## src/inc/spc_cfg.svh

```systemverilog
`ifndef SPC_CFG_SVH
`define SPC_CFG_SVH
// ==========================================
// Register addresses
`define SPC_ADDR_CFG 8'h9A
`define SPC_ADDR_DAT 8'h9B
`define SPC_ADDR_CKR 8'h9D
`define SPC_ADDR_CTL 8'hF8
// ==========================================
// Reset values
`define SPC_CFG_RST 8'h07
`define SPC_CKR_RST 8'h00
`define SPC_CTL_RST 8'h00
// ==========================================
// Field positions
`define SPC_CFG_CPHA 7
`define SPC_CFG_CPOL 6
`define SPC_CFG_POS_LO 3
`define SPC_CFG_LEN_LO 0
`define SPC_CTL_BSY 3
`define SPC_CTL_SLV 2
// Writable bits of the configuration and control registers
`define SPC_CFG_WMASK 8'hC7
`define SPC_CTL_WMASK 8'hF3
// Slave word length less one
`define SPC_SLAVE_LEN_M1 3'h7
`endif

```

## src/inc/spc_pkg.sv

```systemverilog
package spc_pkg;
  // ==========================================
  // Control and status bits
  typedef struct packed {
    logic transfer_done_flag;
    logic write_collision_flag;
    logic mode_fault_flag;
    logic receive_overrun_flag;
    logic transfer_in_progress;
    logic selected_as_slave;
    logic master_enable;
    logic port_enable;
  } spc_ctl_t;
  // ==========================================
  // Frame configuration bits
  typedef struct packed {
    logic clock_phase_sel;
    logic clock_idle_level;
    logic [2:0] bit_position_count;
    logic [2:0] frame_length_sel;
  } spc_cfg_t;
  // ==========================================
  // Sequencer states, Gray along idle-run-slave
  typedef enum logic [1:0] {
    SPC_IDLE = 2'b00,
    SPC_RUN = 2'b01,
    SPC_SLAVE = 2'b11
  } spc_state_t;
endpackage

```

## src/rtl/spc_port.sv

```systemverilog
`timescale 1ns/1ps
`include "spc_cfg.svh"
// Behaviour
// - Four registers: control/status, data, configuration, clock rate.
// - Configuration bit 6 sets serial clock idle level.
// - Configuration bits 5:3 report the bit just shifted, read only.
// - Configuration bits 2:0 pick 1 to 8 master bits; slave ignores.
// - Master clock is system clock / (2 * (divisor + 1)).
// - Transfer done flag set when a master frame completes or slave selection ends, not on a master abort; software clears.
// - Data write during a transfer sets write collision flag.
// - Select low while master enabled sets mode fault flag.
// - Completed word with unread buffer sets receive overrun flag.
// - Busy bit reads one during a master transfer.
// - Slave-selected bit follows the select input while slave.
// - Control bit 1 chooses master or slave.
// - Control bit 0 enables the whole port.
// - Control register accepts single-bit writes.
// - Configuration bit 7 picks the latching clock edge.
// - Mode fault clears master and port enables.
// - Master data write starts an MSB-first transfer at once.
module spc_port
  import spc_pkg::*;
(
  input wire logic ref_clk, // System clock
  input wire logic rst_n, // Sync reset, active low
  input wire logic [7:0] sfr_addr, // Register address
  input wire logic sfr_wr, // Byte write strobe
  input wire logic sfr_rd, // Read strobe
  input wire logic [7:0] sfr_wdata, // Write data
  output logic [7:0] sfr_rdata, // Read data, one cycle after strobe
  input wire logic bit_wr, // Single-bit write to control register
  input wire logic [2:0] bit_idx, // Bit number for single-bit write
  input wire logic bit_val, // Value for single-bit write
  output logic irq_out, // Transfer done request, level
  input wire logic sck_in, // Serial clock pin input
  output logic sck_out, // Serial clock pin output
  output logic sck_oe_n, // Serial clock drive, low drives
  input wire logic mosi_in, // Master-out pin input
  output logic mosi_out, // Master-out pin output
  output logic mosi_oe_n, // Master-out drive, low drives
  input wire logic miso_in, // Master-in pin input
  output logic miso_out, // Master-in pin output
  output logic miso_oe_n, // Master-in drive, low drives
  input wire logic select_in_n // Slave select pin, active low
);
  // ==========================================
  // Pin synchronisers
  logic [1:0] sck_s_r;
  logic [1:0] mosi_s_r;
  logic [1:0] miso_s_r;
  logic [1:0] sel_s_r;
  logic sck_d_r;
  always_ff @(posedge ref_clk) begin
    if (!rst_n) begin
      sck_s_r <= 2'b00;
      mosi_s_r <= 2'b00;
      miso_s_r <= 2'b00;
      sel_s_r <= 2'b11;
      sck_d_r <= 1'b0;
    end else begin
      sck_s_r <= {sck_s_r[0], sck_in};
      mosi_s_r <= {mosi_s_r[0], mosi_in};
      miso_s_r <= {miso_s_r[0], miso_in};
      sel_s_r <= {sel_s_r[0], select_in_n};
      sck_d_r <= sck_s_r[1];
    end
  end
  // ==========================================
  // State
  spc_cfg_t cfg_r;
  spc_cfg_t cfg_nxt;
  spc_ctl_t ctl_r;
  spc_ctl_t ctl_nxt;
  spc_state_t state_r;
  spc_state_t state_nxt;
  logic [7:0] div_r;
  logic [7:0] tx_word_r;
  logic [7:0] tx_sr_r;
  logic [7:0] tx_sr_nxt;
  logic [7:0] rx_sr_r;
  logic [7:0] rx_sr_nxt;
  logic [7:0] rx_buf_r;
  logic rx_full_r;
  logic [3:0] edge_cnt_r;
  logic [3:0] edge_cnt_nxt;
  logic [2:0] samp_cnt_r;
  logic sck_r;
  logic sck_nxt;
  logic out_bit_r;
  logic out_bit_nxt;
  logic tick;
  // ==========================================
  // Decode
  wire wr_cfg = sfr_wr && (sfr_addr == `SPC_ADDR_CFG);
  wire wr_dat = sfr_wr && (sfr_addr == `SPC_ADDR_DAT);
  wire wr_ckr = sfr_wr && (sfr_addr == `SPC_ADDR_CKR);
  wire wr_ctl = sfr_wr && (sfr_addr == `SPC_ADDR_CTL);
  wire rd_dat = sfr_rd && (sfr_addr == `SPC_ADDR_DAT);
  wire bit_ok = bit_wr && (bit_idx != 3'(`SPC_CTL_BSY)) && (bit_idx != 3'(`SPC_CTL_SLV));
  wire sel_low = ~sel_s_r[1];
  wire port_on = ctl_r.port_enable;
  wire is_master = port_on && ctl_r.master_enable;
  wire slave_sel = port_on && !ctl_r.master_enable && sel_low;
  wire mode_fault = is_master && sel_low;
  wire cpha = cfg_r.clock_phase_sel;
  wire cpol = cfg_r.clock_idle_level;
  wire [2:0] len_m1 = is_master ? cfg_r.frame_length_sel : `SPC_SLAVE_LEN_M1;
  wire m_busy = (state_r == SPC_RUN);
  wire s_busy = (state_r == SPC_SLAVE);
  wire m_start = wr_dat && is_master && !mode_fault && (state_r == SPC_IDLE);
  wire s_start = slave_sel && (state_r == SPC_IDLE);
  wire write_collision_flag_ev = wr_dat && (m_busy || s_busy);
  // ==========================================
  // Edge events
  wire m_edge = m_busy && tick && !mode_fault;
  wire m_last = m_edge && (edge_cnt_r == {len_m1, 1'b1});
  wire m_sample = m_edge && (edge_cnt_r[0] == cpha);
  wire m_launch = m_edge && (edge_cnt_r[0] != cpha) && !m_last;
  wire s_edge = s_busy && slave_sel && (sck_s_r[1] != sck_d_r);
  wire s_lead = (sck_s_r[1] != cpol);
  wire s_sample = s_edge && (s_lead != cpha);
  wire s_launch = s_edge && (s_lead == cpha);
  wire s_end = s_busy && !slave_sel;
  wire sample = m_sample || s_sample;
  wire launch = m_launch || s_launch;
  wire sample_in = is_master ? miso_s_r[1] : mosi_s_r[1];
  wire finish = m_last || s_end;
  wire [7:0] rx_shift = {rx_sr_r[6:0], sample_in};
  wire [7:0] rx_word = sample ? rx_shift : rx_sr_r;
  wire overrun = finish && rx_full_r;
  wire commit = finish && !rx_full_r;
  wire load_first = m_start ? !cpha : (s_start && !cpha);
  wire [7:0] load_word = m_start ? sfr_wdata : tx_word_r;
  // ==========================================
  // Sequencer
  always_comb begin
    state_nxt = state_r;
    unique case (state_r)
      SPC_IDLE: begin
        if (m_start) begin
          state_nxt = SPC_RUN;
        end else if (s_start) begin
          state_nxt = SPC_SLAVE;
        end
      end
      SPC_RUN: begin
        if (m_last || mode_fault || !is_master) begin
          state_nxt = SPC_IDLE;
        end
      end
      SPC_SLAVE: begin
        if (s_end) begin
          state_nxt = SPC_IDLE;
        end
      end
      default: state_nxt = SPC_IDLE;
    endcase
  end
  // ==========================================
  // Shift path, MSB first
  always_comb begin
    tx_sr_nxt = tx_sr_r;
    out_bit_nxt = out_bit_r;
    rx_sr_nxt = rx_sr_r;
    edge_cnt_nxt = edge_cnt_r;
    if (m_start || s_start) begin
      tx_sr_nxt = load_word;
      rx_sr_nxt = 8'h00;
      edge_cnt_nxt = 4'h0;
      if (load_first) begin
        out_bit_nxt = load_word[len_m1];
        tx_sr_nxt = {load_word[6:0], 1'b0};
      end
    end else begin
      if (launch) begin
        out_bit_nxt = tx_sr_r[len_m1];
        tx_sr_nxt = {tx_sr_r[6:0], 1'b0};
      end
      if (sample) begin
        rx_sr_nxt = rx_shift;
      end
      if (m_edge) begin
        edge_cnt_nxt = 4'(edge_cnt_r + 4'h1);
      end
    end
  end
  // Master clock level
  always_comb begin
    sck_nxt = sck_r;
    if (m_edge && state_nxt == SPC_RUN) begin
      sck_nxt = ~sck_r;
    end else if (state_nxt != SPC_RUN) begin
      sck_nxt = cpol;
    end
  end
  // ==========================================
  // Configuration register
  always_comb begin
    cfg_nxt = cfg_r;
    if (wr_cfg) begin
      cfg_nxt = spc_cfg_t'((sfr_wdata & `SPC_CFG_WMASK) | (8'(cfg_r) & ~`SPC_CFG_WMASK));
    end
    if (m_start || s_start) begin
      cfg_nxt.bit_position_count = 3'h0;
    end else if (sample) begin
      cfg_nxt.bit_position_count = 3'(len_m1 - samp_cnt_r);
    end
  end
  // ==========================================
  // Control and status register
  always_comb begin
    ctl_nxt = ctl_r;
    if (wr_ctl) begin
      ctl_nxt = spc_ctl_t'((sfr_wdata & `SPC_CTL_WMASK) | (8'(ctl_r) & ~`SPC_CTL_WMASK));
    end
    if (bit_ok) begin
      ctl_nxt[bit_idx] = bit_val;
    end
    if (finish) begin
      ctl_nxt.transfer_done_flag = 1'b1;
    end
    if (write_collision_flag_ev) begin
      ctl_nxt.write_collision_flag = 1'b1;
    end
    if (mode_fault) begin
      ctl_nxt.mode_fault_flag = 1'b1;
      ctl_nxt.master_enable = 1'b0;
      ctl_nxt.port_enable = 1'b0;
    end
    if (overrun) begin
      ctl_nxt.receive_overrun_flag = 1'b1;
    end
    ctl_nxt.transfer_in_progress = (state_nxt == SPC_RUN);
    ctl_nxt.selected_as_slave = slave_sel;
  end
  // ==========================================
  // Register file
  always_ff @(posedge ref_clk) begin
    if (!rst_n) begin
      cfg_r <= spc_cfg_t'(`SPC_CFG_RST);
      ctl_r <= spc_ctl_t'(`SPC_CTL_RST);
      div_r <= `SPC_CKR_RST;
      tx_word_r <= 8'h00;
    end else begin
      cfg_r <= cfg_nxt;
      ctl_r <= ctl_nxt;
      if (wr_ckr) begin
        div_r <= sfr_wdata;
      end
      if (wr_dat && !write_collision_flag_ev) begin
        tx_word_r <= sfr_wdata;
      end
    end
  end
  // Shift and receive buffer
  always_ff @(posedge ref_clk) begin
    if (!rst_n) begin
      state_r <= SPC_IDLE;
      tx_sr_r <= 8'h00;
      rx_sr_r <= 8'h00;
      rx_buf_r <= 8'h00;
      rx_full_r <= 1'b0;
      edge_cnt_r <= 4'h0;
      samp_cnt_r <= 3'h0;
      out_bit_r <= 1'b0;
      sck_r <= 1'b0;
    end else begin
      state_r <= state_nxt;
      tx_sr_r <= tx_sr_nxt;
      rx_sr_r <= rx_sr_nxt;
      out_bit_r <= out_bit_nxt;
      edge_cnt_r <= edge_cnt_nxt;
      sck_r <= sck_nxt;
      if (m_start || s_start) begin
        samp_cnt_r <= 3'h0;
      end else if (sample) begin
        samp_cnt_r <= 3'(samp_cnt_r + 3'h1);
      end
      if (commit) begin
        rx_buf_r <= rx_word;
      end
      rx_full_r <= commit || (rx_full_r && !rd_dat);
    end
  end
  // ==========================================
  // Read port
  wire [7:0] rd_mux = (sfr_addr == `SPC_ADDR_CFG) ? 8'(cfg_r) :
                      (sfr_addr == `SPC_ADDR_DAT) ? rx_buf_r :
                      (sfr_addr == `SPC_ADDR_CKR) ? div_r :
                      (sfr_addr == `SPC_ADDR_CTL) ? 8'(ctl_r) : 8'h00;
  // ==========================================
  // Output flops
  always_ff @(posedge ref_clk) begin
    if (!rst_n) begin
      sfr_rdata <= 8'h00;
      irq_out <= 1'b0;
      sck_out <= 1'b0;
      sck_oe_n <= 1'b1;
      mosi_out <= 1'b0;
      mosi_oe_n <= 1'b1;
      miso_out <= 1'b0;
      miso_oe_n <= 1'b1;
    end else begin
      if (sfr_rd) begin
        sfr_rdata <= rd_mux;
      end
      irq_out <= ctl_nxt.transfer_done_flag;
      sck_out <= sck_nxt;
      sck_oe_n <= !(ctl_nxt.port_enable && ctl_nxt.master_enable);
      mosi_out <= out_bit_nxt;
      mosi_oe_n <= !(ctl_nxt.port_enable && ctl_nxt.master_enable);
      miso_out <= out_bit_nxt;
      miso_oe_n <= !ctl_nxt.selected_as_slave;
    end
  end
  // ==========================================
  // Half-period divider
  spc_sck_gen u_sck_gen (
    .ref_clk(ref_clk),
    .rst_n(rst_n),
    .run(m_busy),
    .divisor(div_r),
    .tick(tick)
  );
endmodule // spc_port

```

## src/rtl/spc_sck_gen.sv

```systemverilog
`timescale 1ns/1ps
`include "spc_cfg.svh"
module spc_sck_gen (
  input wire logic ref_clk, // System clock
  input wire logic rst_n, // Sync reset, active low
  input wire logic run, // Count while high
  input wire logic [7:0] divisor, // Half period less one
  output logic tick // One-cycle half-period pulse
);
  logic [7:0] cnt_r;
  logic [7:0] cnt_nxt;
  logic tick_nxt;
  wire at_end = (cnt_r == divisor);
  assign tick_nxt = run && at_end;
  assign cnt_nxt = (!run || at_end) ? 8'h00 : 8'(cnt_r + 8'h01);
  always_ff @(posedge ref_clk) begin
    if (!rst_n) begin
      cnt_r <= 8'h00;
      tick <= 1'b0;
    end else begin
      cnt_r <= cnt_nxt;
      tick <= tick_nxt;
    end
  end
endmodule // spc_sck_gen

```

## config.mk

```make
export PLATFORM = sky130hd
export DESIGN_NAME = spc_port
export DESIGN_NICKNAME = d
export VERILOG_FILES = /design/src/inc/spc_pkg.sv /design/src/rtl/spc_port.sv /design/src/rtl/spc_sck_gen.sv
export VERILOG_INCLUDE_DIRS = /design/src /design/src/inc
export SDC_FILE = /design/constraint.sdc
export NUM_CORES = 1
export LEC_CHECK = 0
export BUFFER_PORTS_ARGS = -buffer_cell sky130_fd_sc_hd__buf_2
export CAP_MARGIN = 30
export CORE_MARGIN = 2
export CORE_UTILIZATION = 32
export DETAILED_ROUTE_END_ITERATION = 6
export SYNTH_ARGS = -nofsm -noshare
export SYNTH_HDL_FRONTEND = slang
export SYNTH_HIERARCHICAL = 1
export SYNTH_SLANG_ARGS = --single-unit
```

## constraint.sdc

```tcl
create_clock -name ref_clk -period 2.1 [get_ports ref_clk]
set_clock_uncertainty 0.1 [all_clocks]
set_input_delay 0.42 -clock ref_clk [delete_from_list [all_inputs] [get_ports ref_clk]]
set_output_delay 0.42 -clock ref_clk [all_outputs]
set_load 0.05 [all_outputs]
```

**Word level (Yosys, flattened, before mapping)**

Index checks and enable logic that the tools add are counted.

- Bits in registers: 96
- Input port bits: 29
- Output and inout bits: 15
- Logic and storage cells: 165

- Add/sub/neg operators: 4
- $lt $le $gt $ge: 3
- Eq/ne operators: 19
- Multiplexer cells: 38
- Bitwise logic cells: 5
- Reduce and logical (&&, ||, !) cells: 63

Operator list:

| operator | count |
|---|---|
| two-way mux 8 bit | 11 |
| logical AND 1 bit | 36 |
| equality test 8 bit, second input constant | 4 |
| two-way mux 1 bit | 14 |
| logical NOT 1 bit | 11 |
| two-way mux 2 bit | 5 |
| logical OR 1 bit | 9 |
| adder 8 x 1 -> 8 bit, second input constant | 1 |
| bitwise mux 8 bit | 1 |
| equality test 8 bit | 1 |
| less-than comparator 3 x 4 -> 1 bit, second input constant | 2 |
| bitwise OR 8 x 4 -> 8 bit | 1 |
| bitwise OR 8 x 6 -> 8 bit | 1 |
| binary-select mux 1 bit (select 3 bit) | 2 |
| two-way mux 3 bit | 2 |
| two-way mux 6 bit | 1 |
| != test 3 x 2 -> 1 bit, second input constant | 2 |
| case mux 2 bit (3 select lines) | 1 |
| nonzero test 2 bit | 3 |
| adder 4 x 1 -> 4 bit, second input constant | 1 |
| equality test 2 x 1 -> 1 bit, second input constant | 2 |
| equality test 4 bit | 1 |
| != test 1 bit | 4 |
| OR reduction 2 bit | 2 |
| other kinds (11) | 14 |

**Logic depth before layout (Yosys ltp)**

Gate-level depths: netlist of the first run.

- Word-level depth: 12
- Gate-level depth with buffers: 10
- Depth with buffers taken out: 9

**Modules after synthesis**

The synthesis of the first run kept the hierarchy.

Modules (own cells, without submodules):

| module | instances | cells each | area each (um^2) | seq. area each (um^2) |
|---|---|---|---|---|
| spc_port | 1 | 477 | 4205.3 | 1741.7 |
| spc_sck_gen | 1 | 47 | 485.5 | 180.2 |

**Least setup slack after synthesis of the first run**

No wires, ideal clock.

- Path kind: input port to flip-flop
- From: in sfr_wr
- To: reg tx_sr_r[3]
- Setup time: 0.115 ns
- Arrival: 2.097 ns
- Data required time: 1.885 ns
- Setup slack: -0.212 ns
- Stages: 7
- Path buffers: 1
- Path through: or3b_4 > nor4_4 > buf_6 > mux2i_1 > nand2_1 > a32o_2 > o21a_1

- Longest elaborated chain between the ends: 7
- Elaborated cells on any way between the ends: 10
- Classes of those cells: 4 x mux; 6 x reduce/logical

RTL lines:

| what | line | source |
|---|---|---|
| start: declaration | spc_port.sv:27 | `input wire logic sfr_wr,` |
| logical AND 1 bit (*) | spc_port.sv:95 | `` wire wr_dat = sfr_wr && (sfr_addr == `SPC_ADDR_DAT); `` |
| logical AND 1 bit (*) (3 in a row) | spc_port.sv:110 | `wire m_start = wr_dat && is_master && !mode_fault && (state_r == SPC_IDLE);` |
| two-way mux 8 bit or two-way mux 1 bit (tied branches) | spc_port.sv:133, spc_port.sv:132 |  |
| two-way mux 8 bit | spc_port.sv:170 | `if (load_first) begin` |
| two-way mux 8 bit | spc_port.sv:166 | `if (m_start \|\| s_start) begin` |
| end signal: assignment | spc_port.sv:269 | `tx_sr_r <= tx_sr_nxt;` |
| end: declaration | spc_port.sv:78 | `logic [7:0] tx_sr_r;` |

Mark *: on every way between the ends. The rest lies on a longest branch, timed or not.
A chain may end at the register's enable or synchronous reset.

**Final worst setup path of the first run**

- From: reg state_r[1]
- To: reg miso_out

- Longest elaborated chain between the ends: 9
- Elaborated cells on any way between the ends: 26
- Classes of those cells: 3 x eq/ne; 6 x mux; 17 x reduce/logical

RTL lines:

| what | line | source |
|---|---|---|
| start: declaration | spc_port.sv:74 | `spc_state_t state_r;` |
| start signal: assignment | spc_port.sv:268 | `state_r <= state_nxt;` |
| branches (longest 9 deep; another with two-way mux 8 bit) | -- |  |
| end signal: assignment | spc_port.sv:312 | `miso_out <= out_bit_nxt;` |
| end: declaration | spc_port.sv:42 | `output logic miso_out,` |

Parallel ways; which one is timed is not known. The select of a mux whose other input is x is not followed.

==> impl_metrics.py, run 1 <==
metrics = {
    "outcome": {
        "outcome": "finished with violations",
        "violations": "negative setup slack",
    },
    "setup_path": {
        "reg2regPathDepth": 7,
        "cp.arrival_ns": 2.29,
        "crit_fanout": 9,
        "critPathCaptureType": "register",
        "max_stage_delay_ns": 0.41,
        "critPathKind": "reg2reg",
        "cp_cell_sequence": "or3b_4, nor4_4, buf_6, mux2_2, a311oi_2, nand3_1, a21oi_2",
        "startpoint_type": "register",
        "cp_slowest_cell": "or3b_4",
        "required_ns": 2.27,
    },
    "clocking": {
        "cts.path.max_buffers": 2,
        "cts_buffers": 9,
        "clk_latency_ns": 0.34,
        "cts.reportedPaths.clkPinSlew_ns": 0.07,
        "root_buffer": "clkbuf_16",
        "postCtsHoldBufs": 0,
        "htreeDepth": 3,
        "clock_sinks": 96,
        "cts_tree": "done",
    },
    "synthesis": {
        "synth_ff_type": "dfxtp_1",
        "netlist-cell-type-count": 63,
        "yosys.area_share.simple_pct": 22.0,
        "synth.most_common_cell": "dfxtp_1",
        "synth_top_family_by_area": "simple AND/OR/NAND/NOR gates",
        "synth_compound_area_share_pct": 17.4,
        "seq_area_frac_synth_pct": 41.0,
        "yosysTopAreaCell": "dfxtp_1",
        "synth-xor-area-share_pct": 4.85,
        "synth-adder-area-share_pct": 1.49,
        "ys_top_cells_by_count": "dfxtp_1 (96), nand2_1 (68), nor2_1 (41)",
        "synthArstFlopShare_pct": 0,
        "yosysTopAreaCellShare_pct": 41.0,
        "postSynthAreaPerCell_um2": 8.95,
        "synth_area_um2": 4690,
        "syn_inst": 524,
        "synthMuxAreaShare_pct": 9.07,
        "synth_edf_count": 0,
        "yosys-top-cells-area": "dfxtp_1 (41%), mux2i_1 (6.8%), nand2_1 (5.4%), a21oi_1 (3.7%), nand3_1 (3.5%)",
        "synth_seq_cells": 96,
        "yosysWarnings": 6,
        "syn_nets": 558,
    },
    "route": {
        "routed_wl_um": 13100,
        "wl_per_cell_um": 16.5,
        "drtPass1Iterations": 5,
        "post-route-drc-count": 0,
        "via_per_inst": 5.34,
        "via_count": 4232,
        "first_iter_violations": 476,
        "ant_nets": 0,
    },
    "die": {
        "io_pins": 44,
        "start_util_pct": 32.5,
        "dieArea_um2": 15600,
        "die_height_um": 125,
        "rows": 44,
        "core_area_um2": 14400,
        "chipWidth_um": 125,
    },
    "sta": {
        "fin_tns_setup_ns": -0.0187,
        "worst-slew-pin-transition_ns": 0.740,
        "grt_setup_unrepaired": "yes",
        "setup_ws_ns": -0.0187,
        "fin_crit_ns": 2.12,
        "report.final.slew_viol_count": 0,
        "fmax_ghz": 0.472,
        "finalSetupViolCount": 1,
        "hold_violations": 0,
        "fin_crit_sh_pct": 101,
        "maxSlewHeadroom_pct": 50.6,
    },
    "power": {
        "power_mw": 3.77,
        "leakage_nw": 2.42,
        "irDropWorstVdd_v": 0.000442,
        "power_density_nw_per_um2": 637,
    },
    "global_route": {
        "globalRoute.totalOverflow": 0,
        "grt_pass1_wl_um": 21200,
        "grt_pass1_vias": 4100,
        "grt_max_degree": 25,
        "gr-usage-all-layers_pct": 16.7,
        "antenna_found_initial": 0,
    },
    "cells_and_area": {
        "fin_area_um2": 5930,
        "fin_nets": 638,
        "antenna_cells": 0,
        "post_layout_nonfiller_instances": 793,
        "area.growth.synth_to_final_pct": 26.4,
        "fillers": 1412,
        "drive_gt1_share_pct": 26.4,
    },
    "placement": {
        "pre_cts_ws_ns": -0.208,
        "port_buffers": 43,
        "dp_hpwl_um": 9720,
        "dpl-instance-area_um2": 5420,
        "dp_cells": 773,
        "gp_congestion": 0.870,
    },
    "run": {
        "max-cap-violations": 0,
    },
    "hold_path": {
        "worstHoldPathCells": 2,
        "hold_class": "in2reg",
    },
}
layer usage:
| metal | GRT usage [%] | part of all wire (%) |
|---|---|---|
| met5 | 0 | 0 |
| met4 | 3.79 | 1.2 |
| met3 | 3.59 | 5.3 |
| met2 | 27.7 | 48 |
| met1 | 22.2 | 46 |
sequential cells by signal (all words and copies together) (netlist names), 2 cells and up:
signal           cells
miso_s_r             2
edge_cnt_r           4
ctl_r                6
u_sck_gen/cnt_r      8
tx_sr_r              8
sel_s_r              2
state_r              2
samp_cnt_r           3
rx_sr_r              8
mosi_s_r             2
sck_s_r              2
cfg_r                6
tx_word_r            8
rx_buf_r             8
div_r                8
sfr_rdata            8
through the flow:
| stage | util (%) | hold WS, ns |
|---|---|---|
| CTS | 39.9 | 0.155 |
| detailed placement | 37.6 | 0.308 |
| global placement | 37.6 | 0.302 |
| floorplan | - | 0.286 |
| finish | 41.1 | 0.162 |
| global route | 41.1 | 0.159 |
critical path: cells and delay by family (launching register included):
family | cells | cell delay [ns]
buffers and inverters | 1 | 0.19
AOI/OAI and AO/OA | 2 | 0.41
muxes | 1 | 0.35
DFF | 1 | 0.32
and+or+nand+nor | 3 | 0.69
layout make-up:
cell class | instances | area (um2) | area share (%)
inverters | 7 | 26.3 | 0.443
well taps | 184 | 230 | 3.88
repair buffers | 101 | 729 | 12.3
multi-input cells | 389 | 2700 | 45.5
flip-flops and latches | 96 | 1930 | 32.6
clock buffers | 10 | 239 | 4.03
clock inverters | 6 | 75.1 | 1.27
repair_timing:
| item | 4_1_cts | 5_1_grt |
|---|---|---|
| pin swaps | 3 | 10 |
| setup endpoints to repair | 23 | 29 |
| cloned | 0 | 1 |
| resized for setup | 7 | 27 |
| buffers inserted | 0 | 3 |
final timing paths:
kind | start | end | slack, ns
worst max register to register | state_r[1]$_SDFF_PN0_ | miso_out$_SDFFE_PN0P_ | -0.02
worst min-delay path | select_in_n | sel_s_r[0]$_SDFF_PN1_ | 0.16
worst max-delay path | state_r[1]$_SDFF_PN0_ | miso_out$_SDFFE_PN0P_ | -0.02
worst min register to register | sel_s_r[0]$_SDFF_PN1_ | sel_s_r[1]$_SDFF_PN1_ | 0.33
kinds of logic (layout without fill, tap and decap cells):
group,after synthesis,in the layout
simple gates,200,200
compound gates,119,119
flops,96,96
mux,39,39
buf+inv,39,124
xor+xnor,26,26
fa+ha+maj,5,5
placed cells by master (no fill, tap or decap), types with 6 or more instances in the layout:
cell,synthesis,final
o21ai_0,14,14
inv_1,6,6
nand2_1,68,68
buf_2,6,43
clkbuf_16,0,10
mux2i_1,32,28
xnor2_1,9,8
a22oi_1,16,16
a211oi_1,12,7
xor2_1,17,16
nor2_1,41,39
buf_4,5,50
a21oi_1,35,34
a31oi_1,9,9
and2_1,11,11
and3_1,6,6
nand3_1,33,33
dfxtp_1,96,92
power by group:
part / internal (mW) / total [mW] / switching [mW] / leakage [nW]
sequential: 1.84 / 1.85 / 0.0108 / 0.779
combinational: 0.0767 / 0.215 / 0.138 / 1.49
clock: 0.973 / 1.71 / 0.739 / 0.151
total: 2.89 / 3.77 / 0.888 / 2.42
Power figures use the tool's default switching activity.
==> run 2: changes to the inputs <==
--- a/config.mk
+++ b/config.mk
@@ -6,12 +6,11 @@
 export SDC_FILE = /design/constraint.sdc
 export NUM_CORES = 1
 export LEC_CHECK = 0
-export BUFFER_PORTS_ARGS = -buffer_cell sky130_fd_sc_hd__buf_2
+export BUFFER_PORTS_ARGS = -buffer_cell sky130_fd_sc_hd__buf_4
 export CAP_MARGIN = 30
 export CORE_MARGIN = 2
 export CORE_UTILIZATION = 32
 export DETAILED_ROUTE_END_ITERATION = 6
 export SYNTH_ARGS = -nofsm -noshare
 export SYNTH_HDL_FRONTEND = slang
-export SYNTH_HIERARCHICAL = 1
 export SYNTH_SLANG_ARGS = --single-unit
==> run 2 against run 1 <==
Compared with the run above: the run still ends with negative setup slack left; sequential share of layout area is 1.4 points lower; wire length is 5.1% higher; maximum frequency down 4.7%; first-iteration DRC count shrank 29%; core utilization increased by 1.7 points; power up 1.6%; synthesized cell count decreased by 0.76%; non-clock buffer count rose by 11; final area grew 4.6%; largest cell class unchanged.
==> impl_metrics.py, run 2 <==
metrics = {
    "synthesis": {
        "yosysTopAreaCell": "dfxtp_1",
        "syn_inst": 520,
        "synth_area_um2": 4710,
        "postSynthAreaPerCell_um2": 9.06,
        "synth_seq_cells": 96,
        "yosysWarnings": 0,
        "netlist-cell-type-count": 64,
        "yosysTopAreaCellShare_pct": 40.8,
        "syn_nets": 554,
        "synth_ff_type": "dfxtp_1",
        "yosys-top-cells-area": "dfxtp_1 (41%), mux2i_1 (8.3%), nor2_1 (6.8%), a211oi_1 (3.8%), xor2_1 (3.3%)",
        "synthArstFlopShare_pct": 0,
        "seq_area_frac_synth_pct": 40.8,
        "synth.most_common_cell": "dfxtp_1",
        "ys_top_cells_by_count": "dfxtp_1 (96), nor2_1 (85), mux2i_1 (39)",
        "synth_edf_count": 0,
    },
    "setup_path": {
        "crit_start": "state_r[1]$_SDFF_PN0_",
        "cp_cell_sequence": "or4b_4, nor4_4, buf_12, mux2_4, a311oi_2, o41ai_1, o221ai_1",
        "crit_fanout": 8,
        "ff2ff_setup_slack_ns": -0.12,
        "critPathKind": "reg2reg",
        "critPathCaptureType": "register",
        "cp_slowest_cell": "or4b_4",
        "cp.arrival_ns": 2.39,
        "startpoint_type": "register",
        "reg2regPathDepth": 7,
        "r2r-start": "state_r[1]$_SDFF_PN0_",
        "required_ns": 2.27,
        "max_stage_delay_ns": 0.52,
        "r2r_end": "miso_out$_SDFFE_PN0P_",
    },
    "global_route": {
        "grt_max_degree": 33,
        "gr-usage-all-layers_pct": 17.6,
        "globalRoute.totalOverflow": 0,
        "antenna_found_initial": 0,
        "grt_pass1_vias": 4204,
        "grt_pass1_wl_um": 22200,
    },
    "sta": {
        "fmax_ghz": 0.450,
        "finalSetupViolCount": 26,
        "grt_setup_unrepaired": "yes",
        "worst-slew-pin-transition_ns": 0.447,
        "hold_violations": 0,
        "setup_ws_ns": -0.123,
        "fin_crit_sh_pct": 106,
        "fin_crit_ns": 2.22,
        "maxSlewHeadroom_pct": 70.2,
        "report.final.slew_viol_count": 0,
    },
    "cells_and_area": {
        "fin_nets": 646,
        "drive_gt1_share_pct": 29.3,
        "layout_commonest_cell": "buf_4",
        "fin_area_um2": 6200,
        "final_cell_mix": "buf_4 (97), dfxtp_1 (93), nor2_1 (83), mux2i_1 (36), nand2_1 (30)",
        "area.growth.synth_to_final_pct": 31.6,
        "fillers": 1415,
        "antenna_cells": 0,
        "post_layout_nonfiller_instances": 801,
    },
    "route": {
        "via_count": 4255,
        "ant_nets": 0,
        "routed_wl_um": 13700,
        "post-route-drc-count": 0,
        "wl_per_cell_um": 17.2,
        "first_iter_violations": 336,
        "via_per_inst": 5.31,
        "drtPass1Iterations": 5,
    },
    "die": {
        "die_height_um": 125,
        "start_util_pct": 32.5,
        "rows": 44,
        "dieArea_um2": 15700,
        "core_area_um2": 14500,
        "chipWidth_um": 125,
        "io_pins": 44,
    },
    "power": {
        "irDropWorstVdd_v": 0.000460,
        "leakage_nw": 2.55,
        "power_density_nw_per_um2": 619,
    },
    "placement": {
        "gp_congestion": 0.908,
        "dp_cells": 770,
        "dpl-instance-area_um2": 5600,
        "pre_cts_ws_ns": -0.416,
        "dp_hpwl_um": 9840,
        "port_buffers": 43,
    },
    "clocking": {
        "root_buffer": "clkbuf_16",
        "cts_tree": "done",
        "cts.path.max_buffers": 2,
        "clock_sinks": 96,
        "clk_latency_ns": 0.35,
        "cts_buffers": 9,
        "cts.reportedPaths.clkPinSlew_ns": 0.07,
        "htreeDepth": 3,
    },
    "hold_path": {
        "hold_class": "in2reg",
        "worstHoldPathCells": 2,
        "min_to": "sel_s_r[0]$_SDFF_PN1_",
        "hold_path.startpoint": "select_in_n",
    },
    "run": {
        "max-cap-violations": 0,
    },
    "outcome": {
        "violations": "negative setup slack",
        "outcome": "finished with violations",
    },
}
-- run 2: cell types whose count changed after synthesis, sizes merged, moves of 9 or more --
cell / previous run / this run
a21oi: 37 / 23
o21ai: 14 / 5
nor2: 41 / 87
a211oi: 12 / 24
nor2b: 4 / 13
nand2: 68 / 33
-- run 2: worst max-delay path, delay by kind of cell, from the launching register on --
family          cells  cell delay (ns)
buf+inv             1             0.17
mux                 1             0.30
compound gates      3             0.52
flops               1             0.32
simple gates        2             0.72
-- run 2: layout make-up --
type / instances / area, um2 / area share (%)
flip-flops and latches: 96 / 1930 / 31.2
repair buffers: 112 / 963 / 15.5
multi-input cells: 385 / 2730 / 44.1
well taps: 184 / 230 / 3.71
inverters: 8 / 30.0 / 0.485
clock inverters: 6 / 73.8 / 1.19
clock buffers: 10 / 239 / 3.86
-- run 2: stage by stage --
step	utilization, %	TNS (ns)	hold WS, ns	power, mW
floorplan	-	-0.641	0.286	2.00
global route	42.8	-3.00	0.159	3.96
CTS	41.6	-0.532	0.160	3.86
global placement	38.7	-4.04	0.296	2.13
finish	42.8	-1.10	0.162	3.84
detailed placement	38.7	-4.98	0.308	2.13
-- run 2: worst max path at each step --
stage,depth (start not counted),to
floorplan,7,miso_out$_SDFFE_PN0P_
global placement,8,miso_out$_SDFFE_PN0P_
detailed placement,8,miso_out$_SDFFE_PN0P_
CTS,7,miso_out$_SDFFE_PN0P_
global route,7,miso_out$_SDFFE_PN0P_
finish,7,miso_out$_SDFFE_PN0P_
-- run 2: per-layer routing --
layer / track usage, % / routed length [um]
met5: 0 / 0
met4: 6.47 / 323
met3: 3.59 / 815
met2: 26.9 / 6290
met1: 24.6 / 6310
-- run 2: timing repair --
action                                  4_1_cts  5_1_grt
gates cloned                                  0        1
resized for setup                            16       26
setup buffers                                 8        6
endpoints found under the setup margin       17       19
hold buffers                                  0        0
pin swaps                                     9       13
-- run 2: logic make-up (layout without fill, tap and decap cells) --
logic type,count (synthesis),count (layout),share of synthesized area [%]
buf+inv,39,136,4.06
mux,50,50,11.8
xor+xnor,27,27,5.02
flops,96,96,40.8
compound gates,91,91,13.9
simple gates,212,212,22.9
fa+ha+maj,5,5,1.49
-- run 2: report_power, final --
group	switching, mW	internal [mW]
logic	0.143	0.101
clock network	0.768	0.973
registers	0.0124	1.84
==> run 3: changes to the inputs <==
--- a/config.mk
+++ b/config.mk
@@ -11,6 +11,7 @@
 export CORE_MARGIN = 2
 export CORE_UTILIZATION = 32
 export DETAILED_ROUTE_END_ITERATION = 6
+export RECOVER_POWER = 25
 export SYNTH_ARGS = -nofsm -noshare
 export SYNTH_HDL_FRONTEND = slang
 export SYNTH_SLANG_ARGS = --single-unit
==> run 3 against run 2 <==
Compared with the run above: the flow still finishes with violations (negative setup slack); core utilization down 0.18 points; sequential power barely moved; maximum frequency up 0.13%; die area unchanged; non-clock buffer count stayed put; register-to-register slack is essentially flat; combinational power about the same; power decreased by 0.12%; final area down 0.42%; critical path type unchanged; critical endpoint unchanged; largest power group unchanged.
==> impl_metrics.py, run 3 (synthesis gave the netlist of run 2 again) <==
metrics = {
    "outcome": {
        "outcome": "finished with violations",
        "violations": "negative setup slack",
    },
    "setup_path": {
        "critPathCaptureType": "register",
        "crit_fanout": 8,
        "r2r-start": "state_r[1]$_SDFF_PN0_",
        "startpoint_type": "register",
        "required_ns": 2.27,
        "crit_start": "state_r[1]$_SDFF_PN0_",
        "critPathKind": "reg2reg",
        "cp.arrival_ns": 2.39,
    },
    "route": {
        "via_per_inst": 5.30,
        "routed_wl_um": 13800,
        "met3_length_um": 813,
        "drt-met1-wl_um": 6420,
        "first_iter_violations": 343,
        "highest_layer": "met4",
        "dr_wl_met2_um": 6250,
        "wl_per_cell_um": 17.2,
        "post-route-drc-count": 0,
        "ant_nets": 0,
        "drtPass1Iterations": 5,
        "via_count": 4242,
    },
    "cells_and_area": {
        "post_layout_nonfiller_instances": 801,
        "fin_nets": 646,
        "fin_area_um2": 6170,
        "drive_gt1_share_pct": 28.2,
        "final_cell_mix": "dfxtp_1 (93), buf_4 (90), nor2_1 (83), mux2i_1 (36), nand2_1 (30)",
        "final_util_pct": 42.6,
        "area.growth.synth_to_final_pct": 31.0,
        "layout_commonest_cell": "dfxtp_1",
        "antenna_cells": 0,
    },
    "run": {
        "max-cap-violations": 0,
    },
    "hold_path": {
        "hold_class": "in2reg",
        "hold_path.startpoint": "select_in_n",
    },
    "clocking": {
        "postCtsHoldBufs": 0,
        "clk_latency_ns": 0.35,
        "root_buffer": "clkbuf_16",
        "cts.path.max_buffers": 2,
        "clock_sinks": 96,
        "htreeDepth": 3,
        "cts.reportedPaths.clkPinSlew_ns": 0.07,
        "cts_tree": "done",
        "cts_buffers": 9,
    },
    "placement": {
        "dp_hpwl_um": 9840,
        "gp_congestion": 0.908,
        "dpl-instance-area_um2": 5600,
        "port_buffers": 43,
        "dp_cells": 770,
    },
    "sta": {
        "fin_crit_ns": 2.22,
        "report.final.slew_viol_count": 0,
        "maxSlewHeadroom_pct": 59.2,
        "grt_setup_unrepaired": "yes",
        "hold_violations": 0,
        "fmax_ghz": 0.450,
        "fin_crit_sh_pct": 106,
        "setup_ws_ns": -0.120,
        "worst-slew-pin-transition_ns": 0.615,
        "whs_ns": 0.163,
        "finalSetupViolCount": 26,
    },
    "power": {
        "pwr-share-clk_pct": 45.4,
        "p_int_mw": 2.91,
        "power_density_nw_per_um2": 621,
        "leakage_nw": 2.52,
        "irDropWorstVdd_v": 0.000459,
        "p_seq_share_pct": 48.3,
        "p_switching_uw": 924,
        "power_frac_comb_pct": 6.3,
        "sw_frac_of_total_pct": 24.1,
    },
    "global_route": {
        "globalRoute.totalOverflow": 0,
        "grt_max_degree": 33,
        "gr-usage-all-layers_pct": 17.6,
        "grt_pass1_wl_um": 22200,
        "antenna_found_initial": 0,
        "grt_pass1_vias": 4204,
    },
    "die": {
        "start_util_pct": 32.5,
        "io_pins": 44,
        "core_area_um2": 14500,
        "chipWidth_um": 125,
        "die_height_um": 125,
        "rows": 44,
        "dieArea_um2": 15700,
    },
}
-- run 3: worst max-delay path, stage by stage (launching register included) --
cell and delay (ns):
dfxtp_2 0.32, or4b_4 0.52, nor4_4 0.20, buf_12 0.17
mux2_4 0.30, a311oi_2 0.25, o41ai_1 0.10, o221ai_1 0.17
-- run 3: final timing paths --
path / slack, ns / to / depth (start not counted)
max: -0.12 / miso_out$_SDFFE_PN0P_ / 7
min: 0.16 / sel_s_r[0]$_SDFF_PN1_ / 2
max reg2reg: -0.12 / miso_out$_SDFFE_PN0P_ / 7
min reg2reg: 0.33 / sel_s_r[1]$_SDFF_PN1_ / 1
-- run 3: per-stage QoR --
step                power, mW  TNS, ns  setup slack [ns]
detailed placement       2.13    -4.98            -0.416
floorplan                2.00   -0.641            -0.187
global placement         2.13    -4.04            -0.386
finish                   3.83    -1.31            -0.120
global route             3.95    -3.24            -0.161
CTS                      3.86   -0.532            -0.129
-- run 3: timing repair --
item,4_1_cts,5_1_grt
buffers inserted,8,6
pin swaps,9,13
gates cloned,0,1
gates resized for setup,16,26
setup endpoints to repair,17,19
-- run 3: final cells by class --
cell class | instances | area (um2)
Clock buffer | 10 | 239
Clock inverter | 6 | 73.8
Fill cell | 1420 | 8310
Inverter | 8 | 30.0
Multi-Input combinational cell | 385 | 2730
Sequential cell | 96 | 1930
Tap cell | 184 | 230
Timing Repair Buffer | 112 | 937
-- run 3: power by group through the flow --
stage | Sequential [mW] | Clock [mW] | Combinational, mW
2_1_floorplan | 1.92 | 0 | 0.0888
3_3_place_gp | 1.89 | 0 | 0.237
3_5_place_dp | 1.89 | 0 | 0.241
4_1_cts | 1.85 | 1.76 | 0.243
5_1_grt | 1.85 | 1.84 | 0.259
6_report | 1.85 | 1.74 | 0.241
-- run 3: metal layers --
metal | vias up | global-route usage [%]
met5 | - | 0
met1 | 2050 | 24.6
li1 | 2043 | -
met4 | 0 | 6.47
met3 | 22 | 3.59
met2 | 127 | 26.9
